[config.mk]
export PLATFORM = sky130hd
export DESIGN_NAME = hhsd_top
export DESIGN_NICKNAME = d
export VERILOG_FILES = /design/src/rtl/hhsd_pkg.sv /design/src/rtl/hhsd_top.sv
export VERILOG_INCLUDE_DIRS = /design/src /design/src/rtl
export SDC_FILE = /design/constraint.sdc
export NUM_CORES = 1
export LEC_CHECK = 0
export BUFFER_PORTS_ARGS = -buffer_cell sky130_fd_sc_hd__buf_2
export CORE_ASPECT_RATIO = 1.1
export CORE_MARGIN = 2
export CORE_UTILIZATION = 34
export CTS_CLUSTER_DIAMETER = 40
export DETAILED_ROUTE_END_ITERATION = 16
export GPL_ROUTABILITY_DRIVEN = 1
export MAX_ROUTING_LAYER = met4
export PLACE_DENSITY = 0.69
export RECOVER_POWER = 50
export SKIP_LAST_GASP = 1
export SLEW_MARGIN = 20
export SYNTH_ARGS = -nofsm -noshare
export SYNTH_HDL_FRONTEND = slang
export SYNTH_SLANG_ARGS = --single-unit
export TNS_END_PERCENT = 1
[constraint.sdc]
create_clock -name clk_i -period 2.83 [get_ports clk_i]
set_clock_uncertainty 0.15 [all_clocks]
set_input_delay 0.4245 -clock clk_i [delete_from_list [all_inputs] [get_ports clk_i]]
set_output_delay 0.4245 -clock clk_i [all_outputs]
set_load 0.005 [all_outputs]
[src/rtl/hhsd_defs.svh]
`ifndef HHSD_DEFS_SVH
`define HHSD_DEFS_SVH
// ==========================================================
// register offsets (byte addresses, word aligned)
`define HHSD_OFS_CMD      8'h00
`define HHSD_OFS_STS      8'h04
`define HHSD_OFS_IEN      8'h08
`define HHSD_OFS_ALP      8'h0C
`define HHSD_OFS_PFB      8'h10
// ==========================================================
// host_command fields
`define HHSD_CMD_DB       6
`define HHSD_CMD_ASE      5
`define HHSD_CMD_PSE      4
`define HHSD_CMD_ITC_LO   16
`define HHSD_CMD_ITC_HI   23
`define HHSD_ITC_RST      8'h08
// ==========================================================
// host_status / host_irq_enable fields
`define HHSD_STS_AAF      5
// ==========================================================
// pointer alignment masks
`define HHSD_ALP_MASK     32'hFFFF_FFE0
`define HHSD_PFB_MASK     32'hFFFF_F000
// ==========================================================
// timing
`define HHSD_CLK_NS       50
`define HHSD_UFRAME_NS    125000
`define HHSD_UFRAME_CYC   ((`HHSD_UFRAME_NS + `HHSD_CLK_NS - 1) / `HHSD_CLK_NS)
`endif

[src/rtl/hhsd_pkg.sv]
`default_nettype none
package hhsd_pkg;
  typedef enum logic [1:0] {
    DB_IDLE,
    DB_FLUSH,
    DB_CLEAR
  } hhsd_db_e;

  typedef struct packed {
    logic        async_en;
    logic        periodic_en;
    logic [31:0] async_addr;
    logic [31:0] periodic_base;
  } hhsd_sched_s;
endpackage
`default_nettype wire

[src/rtl/hhsd_top.sv]
// How it works
// - after cached schedule state is evicted, set the async-advance status flag
// - enabled async-advance interrupt is raised at next threshold boundary only
// - controller clears the doorbell itself, only after the flag is set
// - async enable at bit 5 resets to 0; zero skips async processing
// - async enable high: fetch async schedule from async list pointer
// - periodic enable at bit 4 resets to 0; zero skips periodic processing
// - periodic enable high: use periodic frame list base for periodic schedule
// - threshold in micro frames, default eight; interrupts only at boundaries
`timescale 1ns/10ps
`default_nettype none
`include "hhsd_defs.svh"

module hhsd_top
  import hhsd_pkg::*;
(
  input  wire logic        clk_i,
  input  wire logic        rst_i,
  input  wire logic        cyc_i,
  input  wire logic        stb_i,
  input  wire logic        we_i,
  input  wire logic [7:0]  adr_i,
  input  wire logic [3:0]  sel_i,
  input  wire logic [31:0] dat_i,
  output logic      [31:0] dat_o,
  output logic             ack_o,
  input  wire logic        evict_done_i,
  output logic             flush_req_o,
  output var hhsd_sched_s  sched_o,
  output logic             irq_o
);
  // ==========================================================
  // bus decode
  logic [31:0] wmask;
  logic        acc;
  logic        wr;
  logic        wr_cmd;
  logic        wr_sts;
  logic        wr_ien;
  logic        wr_alp;
  logic        wr_pfb;
  logic        ack_r;
  logic [31:0] dat_r;
  logic [31:0] rd_data;

  assign wmask  = {{8{sel_i[3]}}, {8{sel_i[2]}}, {8{sel_i[1]}}, {8{sel_i[0]}}};
  assign acc    = cyc_i & stb_i;
  // writes land on the edge where ack is seen, as the master expects
  assign wr     = acc & we_i & ack_r;
  assign wr_cmd = wr & (adr_i == `HHSD_OFS_CMD);
  assign wr_sts = wr & (adr_i == `HHSD_OFS_STS);
  assign wr_ien = wr & (adr_i == `HHSD_OFS_IEN);
  assign wr_alp = wr & (adr_i == `HHSD_OFS_ALP);
  assign wr_pfb = wr & (adr_i == `HHSD_OFS_PFB);

  // ==========================================================
  // registers
  logic [7:0]  itc_r;
  logic        db_r;
  logic        ase_r;
  logic        pse_r;
  logic        aaf_r;
  logic        ien_r;
  logic [31:0] alp_r;
  logic [31:0] pfb_r;
  logic [31:0] cmd_w;
  logic [31:0] cmd_view;
  logic [31:0] sts_view;
  logic [31:0] ien_view;
  hhsd_db_e    db_state_r;
  hhsd_db_e    db_state_nxt;

  always_comb begin
    cmd_view = 32'h0000_0000;
    cmd_view[`HHSD_CMD_ITC_HI:`HHSD_CMD_ITC_LO] = itc_r;
    cmd_view[`HHSD_CMD_DB]  = db_r;
    cmd_view[`HHSD_CMD_ASE] = ase_r;
    cmd_view[`HHSD_CMD_PSE] = pse_r;
    sts_view = 32'h0000_0000;
    sts_view[`HHSD_STS_AAF] = aaf_r;
    ien_view = 32'h0000_0000;
    ien_view[`HHSD_STS_AAF] = ien_r;
  end

  assign cmd_w = (cmd_view & ~wmask) | (dat_i & wmask);

  assign rd_data = (adr_i == `HHSD_OFS_CMD) ? cmd_view :
                   (adr_i == `HHSD_OFS_STS) ? sts_view :
                   (adr_i == `HHSD_OFS_IEN) ? ien_view :
                   (adr_i == `HHSD_OFS_ALP) ? alp_r :
                   (adr_i == `HHSD_OFS_PFB) ? pfb_r : 32'h0000_0000;

  // unmapped addresses still get ack, read zero, drop writes
  always_ff @(posedge clk_i) begin
    if (rst_i) begin
      ack_r <= 1'b0;
      dat_r <= 32'h0000_0000;
    end else begin
      ack_r <= acc & ~ack_r;
      dat_r <= rd_data;
    end
  end

  // ==========================================================
  // schedule enables and pointers
  always_ff @(posedge clk_i) begin
    if (rst_i) begin
      ase_r <= 1'b0;
      pse_r <= 1'b0;
      itc_r <= `HHSD_ITC_RST;
      alp_r <= 32'h0000_0000;
      pfb_r <= 32'h0000_0000;
      ien_r <= 1'b0;
    end else begin
      if (wr_cmd) begin
        ase_r <= cmd_w[`HHSD_CMD_ASE];
        pse_r <= cmd_w[`HHSD_CMD_PSE];
        itc_r <= cmd_w[`HHSD_CMD_ITC_HI:`HHSD_CMD_ITC_LO];
      end
      if (wr_alp) alp_r <= ((alp_r & ~wmask) | (dat_i & wmask)) & `HHSD_ALP_MASK;
      if (wr_pfb) pfb_r <= ((pfb_r & ~wmask) | (dat_i & wmask)) & `HHSD_PFB_MASK;
      if (wr_ien) ien_r <= sel_i[0] ? dat_i[`HHSD_STS_AAF] : ien_r;
    end
  end

  // the engine gates every list walk on the enables; pointers stay readable while off
  assign sched_o = '{async_en:      ase_r,
                     periodic_en:   pse_r,
                     async_addr:    alp_r,
                     periodic_base: pfb_r};

  // ==========================================================
  // doorbell sequence
  logic ring;
  logic evicted;
  logic flush_r;

  assign ring    = wr_cmd & cmd_w[`HHSD_CMD_DB];
  assign evicted = (db_state_r == DB_FLUSH) & evict_done_i;

  always_comb begin
    case (db_state_r)
      DB_IDLE:  db_state_nxt = ring ? DB_FLUSH : DB_IDLE;
      DB_FLUSH: db_state_nxt = evict_done_i ? DB_CLEAR : DB_FLUSH;
      DB_CLEAR: db_state_nxt = DB_IDLE;
      default:  db_state_nxt = DB_IDLE;
    endcase
  end

  always_ff @(posedge clk_i) begin
    if (rst_i) begin
      db_state_r <= DB_IDLE;
      flush_r    <= 1'b0;
      db_r       <= 1'b0;
    end else begin
      db_state_r <= db_state_nxt;
      flush_r    <= (db_state_nxt == DB_FLUSH);
      if (ring)
        db_r <= 1'b1;
      else if (db_state_r == DB_CLEAR)
        db_r <= 1'b0;
    end
  end

  // flag: hardware set beats a same-cycle software clear
  always_ff @(posedge clk_i) begin
    if (rst_i)
      aaf_r <= 1'b0;
    else if (evicted)
      aaf_r <= 1'b1;
    else if (wr_sts & sel_i[0] & dat_i[`HHSD_STS_AAF])
      aaf_r <= 1'b0;
  end

  // ==========================================================
  // micro frame timer and interrupt threshold
  localparam int UFC = `HHSD_UFRAME_CYC;
  logic [11:0] uf_cnt_r;
  logic [7:0]  thr_cnt_r;
  logic        uf_tick;
  logic        boundary;
  logic        pend;
  logic        irq_r;

  assign uf_tick  = (uf_cnt_r == 12'(UFC - 1));
  // a reserved zero threshold acts as one micro frame
  assign boundary = uf_tick & ((thr_cnt_r + 8'h01) >= itc_r);
  assign pend     = aaf_r & ien_r;

  always_ff @(posedge clk_i) begin
    if (rst_i) begin
      uf_cnt_r  <= 12'h000;
      thr_cnt_r <= 8'h00;
      irq_r     <= 1'b0;
    end else begin
      uf_cnt_r <= uf_tick ? 12'h000 : uf_cnt_r + 12'h001;
      if (boundary)
        thr_cnt_r <= 8'h00;
      else if (uf_tick)
        thr_cnt_r <= thr_cnt_r + 8'h01;
      if (!pend)
        irq_r <= 1'b0;
      else if (boundary)
        irq_r <= 1'b1;
    end
  end

  assign ack_o       = ack_r;
  assign dat_o       = dat_r;
  assign irq_o       = irq_r;
  assign flush_req_o = flush_r;
endmodule // hhsd_top
`default_nettype wire

==> flow_metrics.tcl, run 1 <==
set metrics [dict create \
    wl_per_cell_microns 14.39 \
    fill_cells 1360 \
    grt_pass1_wl_microns 19130 \
    start_kind "flip-flop" \
    ioPinCount 151 \
    fin_ws_ns 0.2232 \
    root_buffer "clkbuf_16" \
    netlist_top_cells_area "dfxtp_1 (48%), mux2i_1 (7.2%), nor2_1 (5.2%)" \
    hold_viol_final 0 \
    yosysSeqAreaShare 0.4807 \
    synth_area_sq_mm 0.004706 \
    synth_seq_cells 113 \
    p_int_uw 3033 \
    worstMarginPinSlew_ns 0.8972 \
    status "completed" \
    power_frac_clock 0.553 \
    swShare 0.2093 \
    drc 0 \
    synth_commonest_cells "dfxtp_1 (113), nor2_1 (65), nand2_1 (58)" \
    timing.final.crit_share 0.9211 \
    clk_latency_ns 0.41 \
    synth-async-reset-ratio 0 \
    fin_cells 840 \
    grt_pass1_vias 3738 \
    syn_to_final_growth_pct 28.45 \
    gp_congestion 0.8220 \
    finalSetupViolations 0 \
    synth_cells 501 \
    via_count 4003 \
    cts_tree "done" \
    hold_class "in -> reg" \
    clkSinkCount 113 \
    start_util 0.3439 \
    cts_resized 0 \
    dr.pass1.iters 4 \
    io_buffers 125 \
    post-place-ws_ns 0.1520 \
    relSlewSlack 0.4018 \
    vdd_drop_max_uv 335.2 \
    core_sq_mm 0.01368 \
    synth.avg_cell_area_sq_um 9.393 \
    ys.warnings.count 0 \
    yosys_most_used_dff "dfxtp_1" \
    switchingPower_uw 802.7 \
    final_layout_size_suffix_gt1_frac 0.2285 \
    path_max_fanout 9 \
    finalWorstPathRequiredPeriod_ns 2.607 \
    p_comb_frac 0.030 \
    multi_input_area_sq_mm 0.002182 \
    grt_use_total 0.1746 \
    critical_path_required_ns 2.98 \
    maxSlewViolCount 0 \
    crit_path_end_kind "flip-flop" \
    dp_hpwl_microns 8643 \
    antenna_cells 0 \
    ctsHoldBuffers 0 \
    placed_cells 808 \
    clk_pin_slew_ns 0.05 \
    regArea_sq_mm 0.002263 \
    synth_edf_count 0 \
    nets 699 \
    cts_buffer_depth 2 \
    die_x_microns 116.2 \
    max_cap_violations 0 \
    pwr-share-seq 0.417 \
    powerDensity_mw_per_mm2 634.5 \
    drt-initial-drc-count 181 \
    cts_buffers 17 \
    viasPerCell 4.765 \
    cts_htree_levels 4 \
    grt_max_degree 63 \
    synth_largest_area_cell "dfxtp_1" \
    timing.fmax_mhz 383.6 \
    die_area_sq_mm 0.01480 \
    synth_top_area_share 0.4807 \
    drtAntennaViolNets 0 \
    post_cts_buffers 0 \
    overflow 0 \
    ys_types 48 \
    routed_wl_microns 12080 \
    yosysMostFrequentCell "dfxtp_1" \
    dieHeight_microns 127.4 \
    power_leakage_uw 0.002784 \
    critical_path_arrival_ns 2.75 \
    antenna_found_initial 0 \
    rows 45 \
    critPathKind "reg -> reg" \
]
## layout by cell type, fill, tap and decap left out, types with 10 or more instances in the layout
| cell | Yosys | final |
|---|---|---|
| and3_1 | 15 | 13 |
| dfxtp_1 | 113 | 112 |
| mux2i_1 | 34 | 34 |
| buf_4 | 25 | 16 |
| a22o_1 | 20 | 20 |
| clkbuf_16 | 0 | 17 |
| nand3_1 | 12 | 13 |
| a21oi_1 | 27 | 27 |
| inv_1 | 13 | 13 |
| a22oi_1 | 13 | 13 |
| conb_1 | 1 | 21 |
| nor2_1 | 65 | 65 |
| clkbuf_1 | 13 | 42 |
| buf_2 | 6 | 88 |
| nand2_1 | 58 | 58 |
| ha_1 | 10 | 10 |
## worst max-delay path, cell delays in order (launching register included)
cell and delay [ns]:
dfxtp_2 0.33, ha_1 0.20, nand3_1 0.10, inv_1 0.06, and3_4 0.18, xor2_2 0.15, ha_1 0.31, nand4_1 0.10
o31ai_1 0.27, buf_4 0.21, nor3_2 0.06, buf_4 0.15, a22o_1 0.22
## cell families after synthesis
group | share of synthesized area
flops | 0.4807
mux | 0.08189
fa+ha+maj | 0.02659
simple gates | 0.1984
compound gates | 0.1125
xor+xnor | 0.02978
buf+inv | 0.06940
other cells | 0.0007969
## final timing paths
path                                   start            to  slack (ns)  cells after the start
worst max-delay path            thr_cnt_r[0]  thr_cnt_r[2]        0.22                     12
worst min-delay path                dat_i[7]     flip-flop        0.09                      3
worst max register to register  thr_cnt_r[0]  thr_cnt_r[2]        0.22                     12
worst min register to register         ack_o         ack_o        0.29                      1
## cell type report
type,count,area share
clock inverters,11,0.02277
well taps,188,0.03892
flip-flops and latches,113,0.3745
inverters,13,0.008073
multi-input cells,350,0.3610
repair buffers,144,0.1203
clock buffers,21,0.07452
## power groups by stage
stage | sequential [uW] | combinational [uW] | clock, uW
3_3_place_gp | 1630 | 115 | 0
2_1_floorplan | 1630 | 72.9 | 0
3_5_place_dp | 1630 | 116 | 0
4_1_cts | 1600 | 116 | 2160
6_report | 1600 | 114 | 2120
5_1_grt | 1600 | 126 | 2250
## metal layers
metal / GRT usage / up-vias / routed length [microns]
met1: 0.2146 / 1899 / 5383
met2: 0.2697 / 120 / 5853
met3: 0.05740 / 17 / 694
met4: 0.05952 / 0 / 152
met5: - / - / 0
li1: - / 1967 / -
## stage by stage
step | hold slack [ns] | power, uW | utilization | area (sq um) | setup TNS [ns]
final | 0.09218 | 3835 | 0.4418 | 6045 | 0
after CTS | 0.07476 | 3875 | 0.4464 | 6107 | 0
after global routing | 0.07586 | 3974 | 0.4418 | 6045 | -0.01617
after global placement | 0.2800 | 1749 | 0.4034 | 5519 | 0
after floorplan | 0.2761 | 1706 | - | 4781 | 0
after detailed placement | 0.2837 | 1750 | 0.4034 | 5519 | 0
Note: power is estimated with default switching activity, not from simulation.
==> inputs of run 2 (changes only) <==
--- a/config.mk
+++ b/config.mk
@@ -14,10 +14,10 @@
 export DETAILED_ROUTE_END_ITERATION = 16
 export GPL_ROUTABILITY_DRIVEN = 1
 export MAX_ROUTING_LAYER = met4
-export PLACE_DENSITY = 0.69
+export PLACE_DENSITY = 0.71
 export RECOVER_POWER = 50
 export SKIP_LAST_GASP = 1
-export SLEW_MARGIN = 20
+export SLEW_MARGIN = 40
 export SYNTH_ARGS = -nofsm -noshare
 export SYNTH_HDL_FRONTEND = slang
 export SYNTH_SLANG_ARGS = --single-unit
==> run 2 against run 1 <==
Register-to-register slack about the same. Routed wire length fell by 2.2%. Hold slack improved by 0.0061 ns. Sequential power hardly changed. Critical path type unchanged. Critical endpoint unchanged.
==> flow_metrics.tcl, run 2 (synthesis gave the netlist of run 1 again) <==
set metrics [dict create \
    dr.pass1.iters 4 \
    viasPerCell 4.703 \
    fin_cells 843 \
    hold_class "in -> reg" \
    nets 701 \
    dp_hpwl_microns 8601 \
    ctsHoldBuffers 0 \
    final_common_cell "dfxtp_1" \
    drtAntennaViolNets 0 \
    status "completed" \
    rows 45 \
    relSlewSlack 0.2826 \
    start_util 0.3439 \
    routed_wl_microns 11820 \
    post-place-ws_ns 0.1623 \
    cts_tree "done" \
    path_max_fanout 9 \
    place_area_sq_mm 0.005522 \
    wl_per_cell_microns 14.02 \
    crit_path_end_kind "flip-flop" \
    hold_viol_final 0 \
    final_layout_size_suffix_gt1_frac 0.2339 \
    worstMarginPinSlew_ns 1.076 \
    via_count 3965 \
    fill_cells 1321 \
    timing.fmax_mhz 385.4 \
    rsz0062_at_grt "no" \
    maxSlewViolCount 0 \
    final_area_sq_mm 0.006200 \
    clk_pin_slew_ns 0.05 \
    dieHeight_microns 127.4 \
    fin_ws_ns 0.2354 \
    drc 0 \
    core_sq_mm 0.01368 \
    critical_path_arrival_ns 2.74 \
    clkSinkCount 113 \
    power_leakage_uw 0.002847 \
    timing.final.crit_share 0.9168 \
    die_x_microns 116.2 \
    cts_buffers 17 \
    overflow 0 \
    start_kind "flip-flop" \
    finalSetupViolations 0 \
    finalWorstPathRequiredPeriod_ns 2.595 \
    drt-initial-drc-count 141 \
    grt_pass1_wl_microns 18830 \
    tns_ns 0 \
    critPathKind "reg -> reg" \
    root_buffer "clkbuf_16" \
    mostFrequentLayoutCells "dfxtp_1 (112), buf_2 (84), nor2_1 (65), nand2_1 (58), clkbuf_1 (42)" \
    gp_congestion 0.8123 \
    vdd_drop_max_uv 349.9 \
    grt_use_total 0.1698 \
    cts_htree_levels 4 \
    critical_path_required_ns 2.98 \
    grt_pass1_vias 3782 \
    antenna_found_initial 1 \
    max_cap_violations 0 \
    cts_buffer_depth 2 \
    io_buffers 125 \
    ioPinCount 151 \
    clk_latency_ns 0.41 \
    grt_max_degree 37 \
    die_area_sq_mm 0.01480 \
    syn_to_final_growth_pct 31.75 \
    powerDensity_mw_per_mm2 697.0 \
    placed_cells 810 \
]
run 2: final cells by class:
| type | count | area [sq um] | share of cell area |
|---|---|---|---|
| diodes | 1 | 2.502 | 0.0004036 |
| clock buffers | 18 | 439.2 | 0.07084 |
| clock inverters | 14 | 282.8 | 0.04561 |
| inverters | 13 | 48.80 | 0.007871 |
| multi-input cells | 350 | 2203 | 0.3554 |
| flip-flops and latches | 113 | 2263 | 0.3651 |
| well taps | 188 | 235.2 | 0.03794 |
| repair buffers | 146 | 724.4 | 0.1169 |
run 2: metal layers:
metal  up-vias  global-route usage  share of wire
met5         -                   -              0
met4         0             0.06513          0.017
met3        15             0.05266          0.055
met2       121              0.2683           0.49
met1      1857              0.2024           0.44
li1       1972                   -              -
run 2: path summary, 6_finish.rpt:
| kind | endpoint | slack [ns] | depth (start not counted) | start |
|---|---|---|---|---|
| worst max register to register | thr_cnt_r[2] | 0.24 | 12 | thr_cnt_r[0] |
| worst max-delay path | thr_cnt_r[2] | 0.24 | 12 | thr_cnt_r[0] |
| worst min register to register | ack_o | 0.30 | 1 | ack_o |
| worst min-delay path | flip-flop | 0.1 | 3 | dat_i[7] |
run 2: what timing repair did:
item,4_1_cts,5_1_grt
resized for setup,0,4
endpoints found under the hold margin,0,0
setup buffers,0,0
endpoints found under the setup margin,0,6
run 2: worst max-delay path, stage by stage, from the launching register on:
cell and delay [ns]:
dfxtp_2 0.33, ha_1 0.20, nand3_1 0.10, inv_1 0.06, and3_1 0.18, xor2_1 0.16, ha_1 0.30, nand4_1 0.10
o31ai_1 0.24, buf_4 0.20, nor3_2 0.05, buf_4 0.18, a22o_1 0.22
run 2: where the power goes:
| part | switching (uW) | internal, uW |
|---|---|---|
| Clock | 755 | 1850 |
| Sequential | 3.59 | 1600 |
| Combinational | 76.2 | 38.4 |
| Total | 835 | 3490 |
run 2: stage by stage:
stage          hold slack [ns]    util  power (uW)
2_1_floorplan           0.2761       -        1706
3_3_place_gp            0.2772  0.4036        1748
6_report               0.09824  0.4531        4321
3_5_place_dp            0.2855  0.4036        1749
4_1_cts                0.08480  0.4563        4367
5_1_grt                0.09826  0.4531        4445
